### config.mk
export PLATFORM = sky130hd
export DESIGN_NAME = sap_top
export DESIGN_NICKNAME = d
export VERILOG_FILES = /design/src/sap_pkg.sv /design/src/sap_top.sv
export SDC_FILE = /design/constraint.sdc
export NUM_CORES = 2
export LEC_CHECK = 0
export ABC_AREA = 1
export BUFFER_PORTS_ARGS = -buffer_cell sky130_fd_sc_hd__buf_2
export CAP_MARGIN = 20
export CORE_MARGIN = 2
export CORE_UTILIZATION = 35
export DETAILED_ROUTE_END_ITERATION = 7
export PLACE_DENSITY_LB_ADDON = 0.1
export SLEW_MARGIN = 15
export SYNTH_ARGS = -nofsm -noshare
export SYNTH_HDL_FRONTEND = slang
export SYNTH_SLANG_ARGS = --single-unit
### constraint.sdc
create_clock -name ref_clk -period 11.7 [get_ports ref_clk]
set_input_delay 1.17 -clock ref_clk [delete_from_list [all_inputs] [get_ports ref_clk]]
set_output_delay 1.17 -clock ref_clk [all_outputs]
set_load 0.01 [all_outputs]
### src/sap_pkg.sv
// Register map, field positions and reset values of the stereo audio serial port.
package sap_pkg;
	// Register byte offsets.
	localparam logic [7:0] OFS_MODE = 8'h00;
	localparam logic [7:0] OFS_CLKWORD = 8'h10;
	localparam logic [7:0] OFS_DMA = 8'h30;
	localparam logic [7:0] OFS_FIFO = 8'h40;
	localparam logic [7:0] OFS_FLAGS = 8'h50;
	localparam logic [7:0] OFS_ENABLES = 8'h54;
	// Field positions in global_mode_control.
	localparam int MODE_RXTHD_LSB = 24;
	localparam int MODE_FIFOLOW_BIT = 20;
	localparam int MODE_SOFTRST_BIT = 19;
	localparam int MODE_FLUSH_BIT = 18;
	localparam int MODE_RXEN_BIT = 17;
	localparam int MODE_TXEN_BIT = 16;
	localparam int MODE_WIDTH_LSB = 14;
	localparam int MODE_CHAN_LSB = 12;
	localparam int MODE_ALIGN_BIT = 10;
	localparam int MODE_EARLY_BIT = 9;
	localparam int MODE_WSPOL_BIT = 8;
	localparam int MODE_ROLE_LSB = 6;
	localparam int MODE_LSBFIRST_BIT = 1;
	// Field positions in clock_word_config.
	localparam int CW_DIV_LSB = 16;
	localparam int CW_JUST_BIT = 15;
	localparam int CW_SMP_LSB = 9;
	localparam int CW_PORTEN_BIT = 8;
	localparam int CW_WLEN_LSB = 0;
	// Field positions in dma_level_control.
	localparam int DMA_RXLVL_LSB = 24;
	localparam int DMA_TXLVL_LSB = 16;
	localparam int DMA_RXEN_BIT = 15;
	localparam int DMA_RXTHD_LSB = 8;
	localparam int DMA_TXEN_BIT = 7;
	// Event bit positions in event_flags and event_enables.
	localparam int EVT_TXHALF = 3;
	localparam int EVT_TXONE = 2;
	localparam int EVT_RXTHD = 1;
	localparam int EVT_RXOVR = 0;
	// Reset values of the control fields.
	localparam logic [1:0] RST_FIFO_WIDTH = 2'h3;
	localparam logic [7:0] RST_BYTE = 8'h00;
	localparam logic [15:0] RST_DIV = 16'h0000;
	localparam logic [4:0] RST_FIVE = 5'h00;
	localparam logic [6:0] RST_SEVEN = 7'h00;
	localparam logic [1:0] RST_TWO = 2'h0;
	localparam logic [3:0] RST_EVT = 4'h0;
	// Role codes.
	localparam logic [1:0] ROLE_CONTROLLER = 2'h0;
	localparam logic [1:0] ROLE_TARGET = 2'h3;
	// Channel mode codes.
	localparam logic [1:0] CHAN_LEFT_ONLY = 2'h2;
	localparam logic [1:0] CHAN_RIGHT_ONLY = 2'h3;
	// FIFO access width codes.
	localparam logic [1:0] WIDTH_BYTE = 2'h0;
	localparam logic [1:0] WIDTH_HALF = 2'h1;
	// Default FIFO depths.
	localparam int DEF_FIFO_DEPTH = 8;
endpackage

### src/sap_top.sv
// Stereo audio serial port: registers, FIFOs, clock generation and serial engine.
// Behaviour
// Receive threshold event uses 8-bit field; zero or above depth is ignored.
// Low-part option: send low FIFO bits, store received low bits unsigned; with alignment 1 the code sign-extends them.
// Writing soft reset resets the port; bit clears itself afterwards.
// Writing flush empties both FIFOs; bit clears itself when done.
// Receive only while receive enabled, transmit only while transmit enabled.
// FIFO width: 0 byte, 1 half-word, 2 and 3 word; resets to 3.
// Channel mode: 0/1 stereo, 2 left only, 3 right only.
// Alignment 0 puts data at MSB end, 1 at LSB end.
// First data bit on second word-select cycle, or first when bit set.
// Polarity 0: low word select is left; 1: high is left.
// Role 0 generates clocks, role 3 takes clocks from outside.
// Bit-order set sends least significant bit first, else most first.
// Divisor sets bit clock rate in controller role only.
// Justification selects left or right adjusted sample bits in the word.
// Sample size field used unless zero or above word length.
// Port enable starts clock generation or acceptance of incoming clocks.
// Word length field is bit clocks per channel minus one.
// Receive DMA request while enabled and receive level above its threshold.
// Transmit DMA request while enabled and level below fixed threshold.
// Data port write pushes unless full; read pops, zero when empty.
// Four event flags, write-one-to-clear, each with enable at same bit.
// Software disables, resets, flushes, configures, then enables the port last.
// Overrun flag when a word arrives while receive FIFO is full.
// Threshold flag only when an arriving word lifts level above threshold.
// Half-empty flag when transmit level drops below half the depth.
// One-left flag when transmit FIFO holds exactly one entry.
`timescale 1ns/10ps
module sap_top #(
	parameter int TX_DEPTH = sap_pkg::DEF_FIFO_DEPTH,
	parameter int RX_DEPTH = sap_pkg::DEF_FIFO_DEPTH
) (
	input wire logic ref_clk,
	input wire logic rst,
	input wire logic [7:0] regAddr,
	input wire logic [31:0] regWrData,
	input wire logic regWrStrobe,
	input wire logic regRdStrobe,
	output logic [31:0] regRdData,
	input wire logic bitClkIn,
	output logic bitClkOut,
	output logic bitClkOe,
	input wire logic wordSelIn,
	output logic wordSelOut,
	output logic wordSelOe,
	input wire logic serialDataIn,
	output logic serialDataOut,
	output logic rxDmaReq,
	output logic txDmaReq,
	output logic eventPending
);
	localparam logic [7:0] TX_FULL = 8'(TX_DEPTH);
	localparam logic [7:0] RX_FULL = 8'(RX_DEPTH);
	localparam logic [7:0] TX_HALF = 8'(TX_DEPTH / 2);
	localparam int TXP = $clog2(TX_DEPTH);
	localparam int RXP = $clog2(RX_DEPTH);

	// Control fields.
	logic [7:0] rxThd_q;
	logic fifoLow_q, softRst_q, flush_q, rxEn_q, txEn_q, align_q, early_q, wsPol_q, lsbFirst_q;
	logic [1:0] fifoWidth_q, chanMode_q, role_q;
	logic [15:0] clkDiv_q;
	logic justRight_q, portEn_q;
	logic [4:0] smpSize_q, wordLen_q;
	logic dmaRxEn_q, dmaTxEn_q;
	logic [6:0] dmaRxThd_q;
	logic [3:0] evtFlags_q, evtEn_q;
	logic [31:0] regRdData_q;
	// FIFO state.
	logic [31:0] txMem [TX_DEPTH];
	logic [31:0] rxMem [RX_DEPTH];
	logic [TXP-1:0] txWr_q, txRd_q;
	logic [RXP-1:0] rxWr_q, rxRd_q;
	logic [7:0] txLvl_q, rxLvl_q, txLvl_d, rxLvl_d;
	// Link state.
	logic [15:0] divCnt_q;
	logic bclkGen_q, wsGen_q;
	logic [4:0] wsCnt_q;
	logic bclkS1_q, bclkS2_q, bclkPrev_q, wsS1_q, wsS2_q, sdiS1_q, sdiS2_q;
	logic seen_q, lastLeft_q, pendStart_q, synced_q, chanLeft_q, sdo_q;
	logic [4:0] pos_q;
	logic [31:0] rxSlot_q, txSlot_q;

	logic writeMode, writeFifo, readFifo, clearFifos;
	logic isCtl, isTgt, genActive, genRise, genFall, rise, fall, wsLine, wsLeft, wsChg, startNow;
	logic [4:0] posNew, nextPos, rxIdx, txIdx;
	logic nextLeft, wordDone, rxAct, txLoad, txPop, pushTx, pushRx, rxOverrun;
	logic [5:0] nBits, sBits, wBits;
	logic [31:0] rxSlotNew, txSlotNew, rxEntry;
	logic [3:0] evtSet;

	// Strobe decode for the plain register port.
	assign writeMode = regWrStrobe && regAddr == sap_pkg::OFS_MODE;
	assign writeFifo = regWrStrobe && regAddr == sap_pkg::OFS_FIFO;
	assign readFifo = regRdStrobe && regAddr == sap_pkg::OFS_FIFO;
	assign clearFifos = softRst_q || flush_q;

	// Mask of the n lowest bits; n may reach 32.
	function automatic logic [31:0] lowMask(input logic [5:0] n);
		lowMask = (n >= 6'd32) ? 32'hffffffff : ((32'h1 << n) - 32'h1);
	endfunction

	// Effective widths: word length, sample size and FIFO access width.
	assign nBits = {1'b0, wordLen_q} + 6'h01;
	assign sBits = (smpSize_q == 5'h00 || smpSize_q > wordLen_q) ? nBits
		: {1'b0, smpSize_q} + 6'h01;
	assign wBits = (fifoWidth_q == sap_pkg::WIDTH_BYTE) ? 6'd8
		: (fifoWidth_q == sap_pkg::WIDTH_HALF) ? 6'd16 : 6'd32;

	// Soft reset and flush are single-cycle self-clearing actions.
	always_ff @(posedge ref_clk or posedge rst)
	begin
		if (rst)
		begin
			softRst_q <= 1'b0;
			flush_q <= 1'b0;
		end
		else
		begin
			softRst_q <= !softRst_q && writeMode && regWrData[sap_pkg::MODE_SOFTRST_BIT];
			flush_q <= !softRst_q && writeMode && regWrData[sap_pkg::MODE_FLUSH_BIT];
		end
	end

	// Configuration registers; the soft reset cycle returns them all to reset values.
	always_ff @(posedge ref_clk or posedge rst)
	begin
		if (rst)
		begin
			rxThd_q <= sap_pkg::RST_BYTE;
			{fifoLow_q, rxEn_q, txEn_q, align_q, early_q, wsPol_q, lsbFirst_q} <= 7'h00;
			fifoWidth_q <= sap_pkg::RST_FIFO_WIDTH;
			chanMode_q <= sap_pkg::RST_TWO;
			role_q <= sap_pkg::RST_TWO;
			clkDiv_q <= sap_pkg::RST_DIV;
			{justRight_q, portEn_q, dmaRxEn_q, dmaTxEn_q} <= 4'h0;
			smpSize_q <= sap_pkg::RST_FIVE;
			wordLen_q <= sap_pkg::RST_FIVE;
			dmaRxThd_q <= sap_pkg::RST_SEVEN;
			evtEn_q <= sap_pkg::RST_EVT;
		end
		else if (softRst_q)
		begin
			// Kept apart from the pin reset so the asynchronous branch stays a pure reset.
			rxThd_q <= sap_pkg::RST_BYTE;
			{fifoLow_q, rxEn_q, txEn_q, align_q, early_q, wsPol_q, lsbFirst_q} <= 7'h00;
			fifoWidth_q <= sap_pkg::RST_FIFO_WIDTH;
			chanMode_q <= sap_pkg::RST_TWO;
			role_q <= sap_pkg::RST_TWO;
			clkDiv_q <= sap_pkg::RST_DIV;
			{justRight_q, portEn_q, dmaRxEn_q, dmaTxEn_q} <= 4'h0;
			smpSize_q <= sap_pkg::RST_FIVE;
			wordLen_q <= sap_pkg::RST_FIVE;
			dmaRxThd_q <= sap_pkg::RST_SEVEN;
			evtEn_q <= sap_pkg::RST_EVT;
		end
		else if (regWrStrobe)
		begin
			case (regAddr)
				sap_pkg::OFS_MODE:
				begin
					rxThd_q <= regWrData[sap_pkg::MODE_RXTHD_LSB +: 8];
					fifoLow_q <= regWrData[sap_pkg::MODE_FIFOLOW_BIT];
					rxEn_q <= regWrData[sap_pkg::MODE_RXEN_BIT];
					txEn_q <= regWrData[sap_pkg::MODE_TXEN_BIT];
					fifoWidth_q <= regWrData[sap_pkg::MODE_WIDTH_LSB +: 2];
					chanMode_q <= regWrData[sap_pkg::MODE_CHAN_LSB +: 2];
					align_q <= regWrData[sap_pkg::MODE_ALIGN_BIT];
					early_q <= regWrData[sap_pkg::MODE_EARLY_BIT];
					wsPol_q <= regWrData[sap_pkg::MODE_WSPOL_BIT];
					role_q <= regWrData[sap_pkg::MODE_ROLE_LSB +: 2];
					lsbFirst_q <= regWrData[sap_pkg::MODE_LSBFIRST_BIT];
				end
				sap_pkg::OFS_CLKWORD:
				begin
					clkDiv_q <= regWrData[sap_pkg::CW_DIV_LSB +: 16];
					justRight_q <= regWrData[sap_pkg::CW_JUST_BIT];
					smpSize_q <= regWrData[sap_pkg::CW_SMP_LSB +: 5];
					portEn_q <= regWrData[sap_pkg::CW_PORTEN_BIT];
					wordLen_q <= regWrData[sap_pkg::CW_WLEN_LSB +: 5];
				end
				sap_pkg::OFS_DMA:
				begin
					dmaRxEn_q <= regWrData[sap_pkg::DMA_RXEN_BIT];
					dmaRxThd_q <= regWrData[sap_pkg::DMA_RXTHD_LSB +: 7];
					dmaTxEn_q <= regWrData[sap_pkg::DMA_TXEN_BIT];
				end
				sap_pkg::OFS_ENABLES: evtEn_q <= regWrData[3:0];
				default: ;
			endcase
		end
	end

	// Controller clock generation; each bit clock half period lasts divisor plus one cycles.
	assign isCtl = role_q == sap_pkg::ROLE_CONTROLLER;
	assign isTgt = role_q == sap_pkg::ROLE_TARGET;
	assign genActive = portEn_q && isCtl && !softRst_q;
	assign genRise = genActive && divCnt_q == clkDiv_q && !bclkGen_q;
	assign genFall = genActive && divCnt_q == clkDiv_q && bclkGen_q;
	always_ff @(posedge ref_clk or posedge rst)
	begin
		if (rst)
		begin
			divCnt_q <= 16'h0000;
			bclkGen_q <= 1'b0;
			wsGen_q <= 1'b0;
			wsCnt_q <= 5'h00;
		end
		else if (!genActive)
		begin
			divCnt_q <= 16'h0000;
			bclkGen_q <= 1'b0;
			wsGen_q <= 1'b0;
			wsCnt_q <= 5'h00;
		end
		else
		begin
			divCnt_q <= (divCnt_q == clkDiv_q) ? 16'h0000 : divCnt_q + 16'h0001;
			if (divCnt_q == clkDiv_q)
				bclkGen_q <= !bclkGen_q;
			if (genFall)
			begin
				wsCnt_q <= (wsCnt_q == wordLen_q) ? 5'h00 : wsCnt_q + 5'h01;
				if (wsCnt_q == wordLen_q)
					wsGen_q <= !wsGen_q;
			end
		end
	end
	assign bitClkOut = bclkGen_q;
	assign wordSelOut = wsGen_q;
	assign bitClkOe = isCtl;
	assign wordSelOe = isCtl;

	// Two-stage synchronisers for the pins; only the second stage is read.
	always_ff @(posedge ref_clk or posedge rst)
	begin
		if (rst)
		begin
			{bclkS1_q, bclkS2_q, bclkPrev_q} <= 3'h0;
			{wsS1_q, wsS2_q, sdiS1_q, sdiS2_q} <= 4'h0;
		end
		else
		begin
			bclkS1_q <= bitClkIn;
			bclkS2_q <= bclkS1_q;
			bclkPrev_q <= bclkS2_q;
			wsS1_q <= wordSelIn;
			wsS2_q <= wsS1_q;
			sdiS1_q <= serialDataIn;
			sdiS2_q <= sdiS1_q;
		end
	end

	// Bit clock edges and word select as seen by the serial engine, per role.
	assign rise = isCtl ? genRise : (isTgt && portEn_q && bclkS2_q && !bclkPrev_q);
	assign fall = isCtl ? genFall : (isTgt && portEn_q && !bclkS2_q && bclkPrev_q);
	assign wsLine = isCtl ? wsGen_q : wsS2_q;
	assign wsLeft = wsLine == wsPol_q;
	assign wsChg = rise && seen_q && wsLeft != lastLeft_q;
	assign startNow = early_q ? wsChg : (rise && pendStart_q);
	assign posNew = startNow ? 5'h00 : ((pos_q == wordLen_q) ? 5'h00 : pos_q + 5'h01);
	assign nextPos = (pos_q == wordLen_q) ? 5'h00 : pos_q + 5'h01;
	assign nextLeft = (pos_q == wordLen_q) ? !chanLeft_q : chanLeft_q;
	assign rxIdx = lsbFirst_q ? posNew : wordLen_q - posNew;
	assign txIdx = lsbFirst_q ? nextPos : wordLen_q - nextPos;

	// Which channels move FIFO data.
	function automatic logic chanOn(input logic [1:0] mode, input logic left);
		chanOn = (mode == sap_pkg::CHAN_LEFT_ONLY) ? left
			: (mode == sap_pkg::CHAN_RIGHT_ONLY) ? !left : 1'b1;
	endfunction

	// Frame tracking: the first data bit follows a word select change by zero or one bit clocks.
	always_ff @(posedge ref_clk or posedge rst)
	begin
		if (rst)
		begin
			{seen_q, lastLeft_q, pendStart_q, synced_q, chanLeft_q} <= 5'h00;
			pos_q <= 5'h00;
		end
		else if (!portEn_q || softRst_q)
		begin
			{seen_q, lastLeft_q, pendStart_q, synced_q, chanLeft_q} <= 5'h00;
			pos_q <= 5'h00;
		end
		else if (rise)
		begin
			seen_q <= 1'b1;
			lastLeft_q <= wsLeft;
			pendStart_q <= wsChg;
			pos_q <= posNew;
			if (startNow)
			begin
				synced_q <= 1'b1;
				chanLeft_q <= wsLeft;
			end
		end
	end

	// Receive path: assemble the slot, pick the sample, then fit it to the FIFO width.
	always_comb
	begin
		rxSlotNew = startNow ? 32'h0 : rxSlot_q;
		rxSlotNew[rxIdx] = sdiS2_q;
	end
	always_comb
	begin
		logic [31:0] smp;
		smp = 32'h0;
		smp = justRight_q ? (rxSlotNew & lowMask(sBits))
			: ((rxSlotNew & lowMask(nBits)) >> (nBits - sBits));
		if (!align_q && !(fifoLow_q && wBits > sBits))
			rxEntry = (wBits >= sBits) ? smp << (wBits - sBits) : smp >> (sBits - wBits);
		else if (align_q && sBits < wBits && smp[5'(sBits - 6'h01)])
			rxEntry = smp | ~lowMask(sBits);
		else
			rxEntry = smp;
		rxEntry = rxEntry & lowMask(wBits);
	end
	assign wordDone = rise && (synced_q || startNow) && posNew == wordLen_q;
	assign rxAct = wordDone && rxEn_q && chanOn(chanMode_q, startNow ? wsLeft : chanLeft_q);
	assign pushRx = rxAct && rxLvl_q < RX_FULL && !clearFifos;
	assign rxOverrun = rxAct && rxLvl_q == RX_FULL;
	always_ff @(posedge ref_clk or posedge rst)
	begin
		if (rst)
			rxSlot_q <= 32'h0;
		else if (rise)
			rxSlot_q <= rxSlotNew;
	end

	// Transmit path: fetch a new entry at each word boundary and shift it out on falling edges.
	always_comb
	begin
		logic [31:0] ent;
		logic [31:0] smp;
		ent = txMem[txRd_q] & lowMask(wBits);
		smp = 32'h0;
		if (!align_q && !(fifoLow_q && wBits > sBits))
			smp = (wBits >= sBits) ? ent >> (wBits - sBits) : ent << (sBits - wBits);
		else
			smp = ent;
		smp = smp & lowMask(sBits);
		txSlotNew = justRight_q ? smp : smp << (nBits - sBits);
		if (!txPop)
			txSlotNew = (txLoad) ? 32'h0 : txSlot_q;
	end
	assign txLoad = fall && synced_q && nextPos == 5'h00;
	assign txPop = txLoad && txEn_q && chanOn(chanMode_q, nextLeft) && txLvl_q != 8'h00
		&& !clearFifos;
	always_ff @(posedge ref_clk or posedge rst)
	begin
		if (rst)
		begin
			txSlot_q <= 32'h0;
			sdo_q <= 1'b0;
		end
		else if (!portEn_q || softRst_q)
		begin
			txSlot_q <= 32'h0;
			sdo_q <= 1'b0;
		end
		else if (fall)
		begin
			txSlot_q <= txSlotNew;
			sdo_q <= synced_q && txEn_q && txSlotNew[txIdx];
		end
	end
	assign serialDataOut = sdo_q;

	// FIFO storage and pointers; depths are powers of two so pointers wrap by themselves.
	assign pushTx = writeFifo && txLvl_q < TX_FULL && !clearFifos;
	assign txLvl_d = clearFifos ? 8'h00 : txLvl_q + {7'h00, pushTx} - {7'h00, txPop};
	assign rxLvl_d = clearFifos ? 8'h00
		: rxLvl_q + {7'h00, pushRx} - {7'h00, readFifo && rxLvl_q != 8'h00};
	always_ff @(posedge ref_clk)
	begin
		if (pushTx)
			txMem[txWr_q] <= regWrData;
		if (pushRx)
			rxMem[rxWr_q] <= rxEntry;
	end
	always_ff @(posedge ref_clk or posedge rst)
	begin
		if (rst)
		begin
			{txWr_q, txRd_q} <= '0;
			{rxWr_q, rxRd_q} <= '0;
			txLvl_q <= 8'h00;
			rxLvl_q <= 8'h00;
		end
		else if (clearFifos)
		begin
			{txWr_q, txRd_q} <= '0;
			{rxWr_q, rxRd_q} <= '0;
			txLvl_q <= 8'h00;
			rxLvl_q <= 8'h00;
		end
		else
		begin
			txWr_q <= txWr_q + TXP'(pushTx);
			txRd_q <= txRd_q + TXP'(txPop);
			rxWr_q <= rxWr_q + RXP'(pushRx);
			rxRd_q <= rxRd_q + RXP'(readFifo && rxLvl_q != 8'h00);
			txLvl_q <= txLvl_d;
			rxLvl_q <= rxLvl_d;
		end
	end

	// Event sources; a hardware set in the same cycle as a clear wins.
	assign evtSet[sap_pkg::EVT_RXOVR] = rxOverrun;
	assign evtSet[sap_pkg::EVT_RXTHD] = pushRx && rxThd_q != 8'h00 && rxThd_q <= RX_FULL
		&& rxLvl_d > rxThd_q && rxLvl_q <= rxThd_q; // see
	assign evtSet[sap_pkg::EVT_TXHALF] = !clearFifos && txLvl_q >= TX_HALF
		&& txLvl_d < TX_HALF;
	assign evtSet[sap_pkg::EVT_TXONE] = !clearFifos && txLvl_q != 8'h01
		&& txLvl_d == 8'h01;
	always_ff @(posedge ref_clk or posedge rst)
	begin
		if (rst)
			evtFlags_q <= sap_pkg::RST_EVT;
		else if (softRst_q)
			evtFlags_q <= sap_pkg::RST_EVT;
		else if (regWrStrobe && regAddr == sap_pkg::OFS_FLAGS)
			evtFlags_q <= (evtFlags_q & ~regWrData[3:0]) | evtSet;
		else
			evtFlags_q <= evtFlags_q | evtSet;
	end
	assign eventPending = |(evtFlags_q & evtEn_q);

	// DMA requests; the transmit threshold is fixed at half the depth.
	assign rxDmaReq = dmaRxEn_q && rxLvl_q > {1'b0, dmaRxThd_q};
	assign txDmaReq = dmaTxEn_q && txLvl_q < TX_HALF;

	// Read data appears in the cycle after the strobe; unmapped offsets read zero.
	always_ff @(posedge ref_clk or posedge rst)
	begin
		if (rst)
			regRdData_q <= 32'h0;
		else if (regRdStrobe)
		begin
			case (regAddr)
				sap_pkg::OFS_MODE: regRdData_q <= {rxThd_q, 3'h0, fifoLow_q, softRst_q, flush_q,
					rxEn_q, txEn_q, fifoWidth_q, chanMode_q, 1'b0, align_q, early_q, wsPol_q,
					role_q, 4'h0, lsbFirst_q, 1'b0};
				sap_pkg::OFS_CLKWORD: regRdData_q <= {clkDiv_q, justRight_q, 1'b0, smpSize_q,
					portEn_q, 3'h0, wordLen_q};
				sap_pkg::OFS_DMA: regRdData_q <= {rxLvl_q, txLvl_q, dmaRxEn_q, dmaRxThd_q,
					dmaTxEn_q, TX_HALF[6:0]};
				sap_pkg::OFS_FIFO: regRdData_q <= (rxLvl_q != 8'h00) ? rxMem[rxRd_q] : 32'h0;
				sap_pkg::OFS_FLAGS: regRdData_q <= {28'h0, evtFlags_q};
				sap_pkg::OFS_ENABLES: regRdData_q <= {28'h0, evtEn_q};
				default: regRdData_q <= 32'h0;
			endcase
		end
		else
			regRdData_q <= 32'h0;
	end
	assign regRdData = regRdData_q;
endmodule

==> results.rst <==
.. list-table::
   :header-rows: 1

   * - Metric
     - Value
   * - Unique cell type count in the Yosys netlist
     - 73
   * - Core region area
     - between 0.1 and 0.15 mm²
   * - Endpoint required time on the critical path
     - 12,070 ps
   * - Dominant combinational cell family by area after synthesis
     - simple AND/OR/NAND/NOR gates
   * - Minimum setup slack in the final design
     - 2080 ps
   * - Ratio of final minimum period to clock period
     - 82.2%
   * - Cells after Synth
     - between 6,000 and 7,000
   * - Final core utilization
     - about two fifths
   * - Leading cell type in the layout, fill and taps excluded
     - nand2_1
   * - Number of vias per cell after detailed routing
     - ~5.8
   * - Cell chosen for the clock root
     - clkbuf_16
   * - Synth Area in Compound Gates
     - 10.9%
   * - Signed area change from the synthesized netlist to the final layout
     - 10.1%
   * - Clock Skew
     - 38.9 ps
   * - Deepest clock path buffer count
     - 3
   * - Syn nets
     - about 6,700
   * - Grt total ovfl
     - 0
   * - Share of final-layout standard cells stronger than drive strength 1
     - about 8%
   * - Largest area contributor in the netlist
     - edfxtp_1
   * - Post-cts resize count
     - 0
   * - Clock-pin transition on the worst setup and hold timing paths
     - 60 ps
   * - WL/cell
     - 25.6 µm
   * - Unrepaired setup endpoints after global routing
     - no
   * - Multiplexer area fraction after synthesis
     - 0.0410%
   * - Antenna-violating nets left
     - 0
   * - IO Count
     - 87
   * - FILL cells
     - 14,700
   * - Clock latency at the later pin of the worst-skew pair
     - between 600 and 700 ps
   * - Number of buffers inserted during clock tree synthesis
     - 85
   * - Met1 Usage GRT
     - 40.4%
   * - All-layer global routing usage
     - 29.5%
   * - EDFF count, synth
     - approximately 510
   * - Total standard cell area after synthesis
     - 0.0489 mm²
   * - First-pass GRT wire length
     - 311,000 µm
   * - Met3 Usage GRT
     - 4.55%
   * - Primary flip-flop cell chosen by synthesis mapping
     - edfxtp_1
   * - Max rail drop VDD
     - 0.342 mV
   * - Row cnt
     - 137
   * - Critical path's slowest cell
     - nor2_1
   * - TritonCTS clock tree
     - yes
   * - Actual transition at the worst max-transition pin
     - 1130 ps
   * - Clock Sinks
     - roughly 750
   * - Met2 routing resource usage after global routing
     - 45.1%
   * - Routability cong.
     - 1.01
   * - FF+latch count, synth
     - 745
   * - Largest net degree at the start of global routing
     - 114
   * - Syn Area/Cell
     - 7.46 µm²
   * - Final net count
     - roughly 6,600
   * - Static power due to leakage
     - 22.9 nW
   * - Sequential share of the synthesized area
     - 43.4%
   * - HP Class
     - flip-flop to flip-flop
   * - WS Path Type
     - flip-flop to flip-flop
   * - Number of max-cap violations
     - 0
   * - Post-synth top area share
     - 31.5%
   * - Finish-stage setup viols
     - 0
   * - Htree depth
     - 3
   * - Time the final worst path needs with I/O delays and setup
     - 9620 ps
   * - Top area cells in the synthesized netlist
     - edfxtp_1 31%, nand2_1 12%, nand3_1 12%
   * - Biggest fanout along the worst timing path
     - 50
   * - Remaining DRCs
     - 0
   * - Maximum clock rate
     - ~100 MHz
   * - Vias in the first global route
     - 45,000
   * - Critical path arrival
     - ~10000 ps
   * - Total number of vias
     - 48,500
   * - Sum of net half-perimeters after detailed placement
     - 155,000 µm
   * - Final Hold Violating Endpoints
     - 0
   * - Power per standard cell area
     - about 290 mW/mm²
   * - Initial antenna violation count
     - 8
   * - Peak-usage layer in the global routing report
     - met2
   * - IO buf count
     - 86
   * - Post-place setup slack
     - roughly 2300 ps
   * - Highest-count cells in the layout ignoring fill and taps
     - 1,607 x nand2_1, 1,196 x nand3_1, 660 x nor2_1
   * - TritonRoute pass-1 iters
     - 7
   * - Total detailed-routing wirelength
     - between 200,000 and 250,000 µm
   * - Number of max-slew violations in the final report
     - 0
   * - Total setup buffers inserted after CTS
     - 0
   * - Longest individual stage delay on the worst path
     - about 700 ps
   * - Worst Setup End Kind
     - flip-flop
   * - Starting density of the core
     - 35.1%
   * - Simple-Gate Fraction of Synth Area
     - 35.3%
   * - Kind of start point of the critical path
     - flip-flop
   * - Area share of xor/xnor cells in the synthesized design
     - 0.935%
   * - Post-synthesis adder-cell area fraction
     - 2.64%
   * - Max-slew headroom
     - 24.1%
   * - Die Y-Extent
     - 378 µm
   * - Number of buffers inserted by hold repair at cts
     - 0
   * - Fraction of synthesis flops using an asynchronous set or reset pin
     - 31.3%
   * - Final worst hold slack
     - 348 ps
   * - Number of warnings reported in the yosys synthesis log
     - 0
   * - Run status
     - completed
   * - Die area
     - 0.143 mm²
   * - Total Negative Setup Slacks
     - 0 ps
   * - Starting DRC count in detailed routing
     - 6,200
   * - Chip width
     - 378 µm
per-stage QoR:
step	total power, mW	instances	cell area, µm²
final	15.5	8392	53800
after floorplan	9.21	6552	48900
after detailed placement	12.5	8241	51100
after global routing	16.3	8391	53800
after CTS	15.2	8389	53800
after global placement	12.6	8237	51100
flip-flops by register name (all words and copies together) (netlist names), 7 cells and up:
name and cells:
rxMem 256, txMem 256, regRdData 32, rxSlot_q 32, txSlot_q 32, clkDiv_q 16
divCnt_q 16, rxLvl_q 8, rxThd_q 8, txLvl_q 8, dmaRxThd_q 7
path summary, 6_finish.rpt:
check | slack [ps] | start | depth (start not counted) | to
hold / removal | 350 | wsS1_q | 0 | wsS2_q
setup reg to reg | 2080 | softRst_q | 36 | rxMem[6][21]
min in group asynchronous | 660 | rst | 2 | regRdData[0]
hold reg to reg | 350 | wsS1_q | 0 | wsS2_q
setup / recovery | 2080 | softRst_q | 36 | rxMem[6][21]
max in group asynchronous | 9550 | rst | 3 | justRight_q
metal layers:
layer,vias to the layer above,wire (µm)
met4,10,12400
met3,457,17000
met1,23300,91800
met2,2290,93600
li1,22400,-
met5,-,63
cells by family after synthesis:
group,after synthesis
buffers and inverters,856
AND/OR/NAND/NOR,3871
multiplexers,2
flip-flops,745
XOR/XNOR,47
AO/OA/AOI/OAI,931
adder cells (fa/ha/maj),100
critical path, delay by kind of cell (launching register included):
family	cells	cell delay (ps)
simple gates	22	4690
buf+inv	8	2190
flops	1	560
compound gates	5	1510
fa+ha+maj	1	270
area by class of cell:
class	instances	area (µm²)	share of cell area [%]
antenna	1	2.50	0.00465
multi-input combinational	4951	24500	45.5
timing repair buffer	197	1260	2.35
clock inverter	36	352	0.653
clock buffer	112	2350	4.37
sequential	745	21200	39.4
inverter	474	1790	3.33
tap	1876	2350	4.36
synthesized netlist by cell type (3+ instances only):
cell and instances:
nand4_1 213, ha_1 95, nand2_4 3, nand3_2 26, nand3b_1 19, nor2_1 660
clkinv_1 13, a31oi_1 23, nor2_4 10, o31ai_1 7, dfrtp_1 231, a211oi_1 3
o21ai_0 424, buf_2 48, buf_6 4, nand2_2 25, a221oi_1 4, o21bai_1 4
o21a_1 8, buf_4 11, inv_2 26, o221ai_1 35, clkbuf_1 229, fa_1 5
xnor2_1 11, o211ai_1 43, o2111ai_1 4, edfxtp_1 512, o22ai_1 143, xor2_2 4
nand3_1 1196, a21oi_1 189, nor4_1 6, xor2_1 30, inv_1 433, nor3_1 52
o21ai_1 19, buf_1 89, or2_2 15, nor2_2 20, and2_1 3, nor3b_1 5
nand2_1 1610
where the power goes:
group          total, mW  internal (mW)  switching [mW]
registers           3.14           3.07          0.0702
logic               9.74           2.36            7.38
clock network       2.60           1.50            1.10
total               15.5           6.93            8.55
No activity file was read; power rests on OpenSTA's default activity.
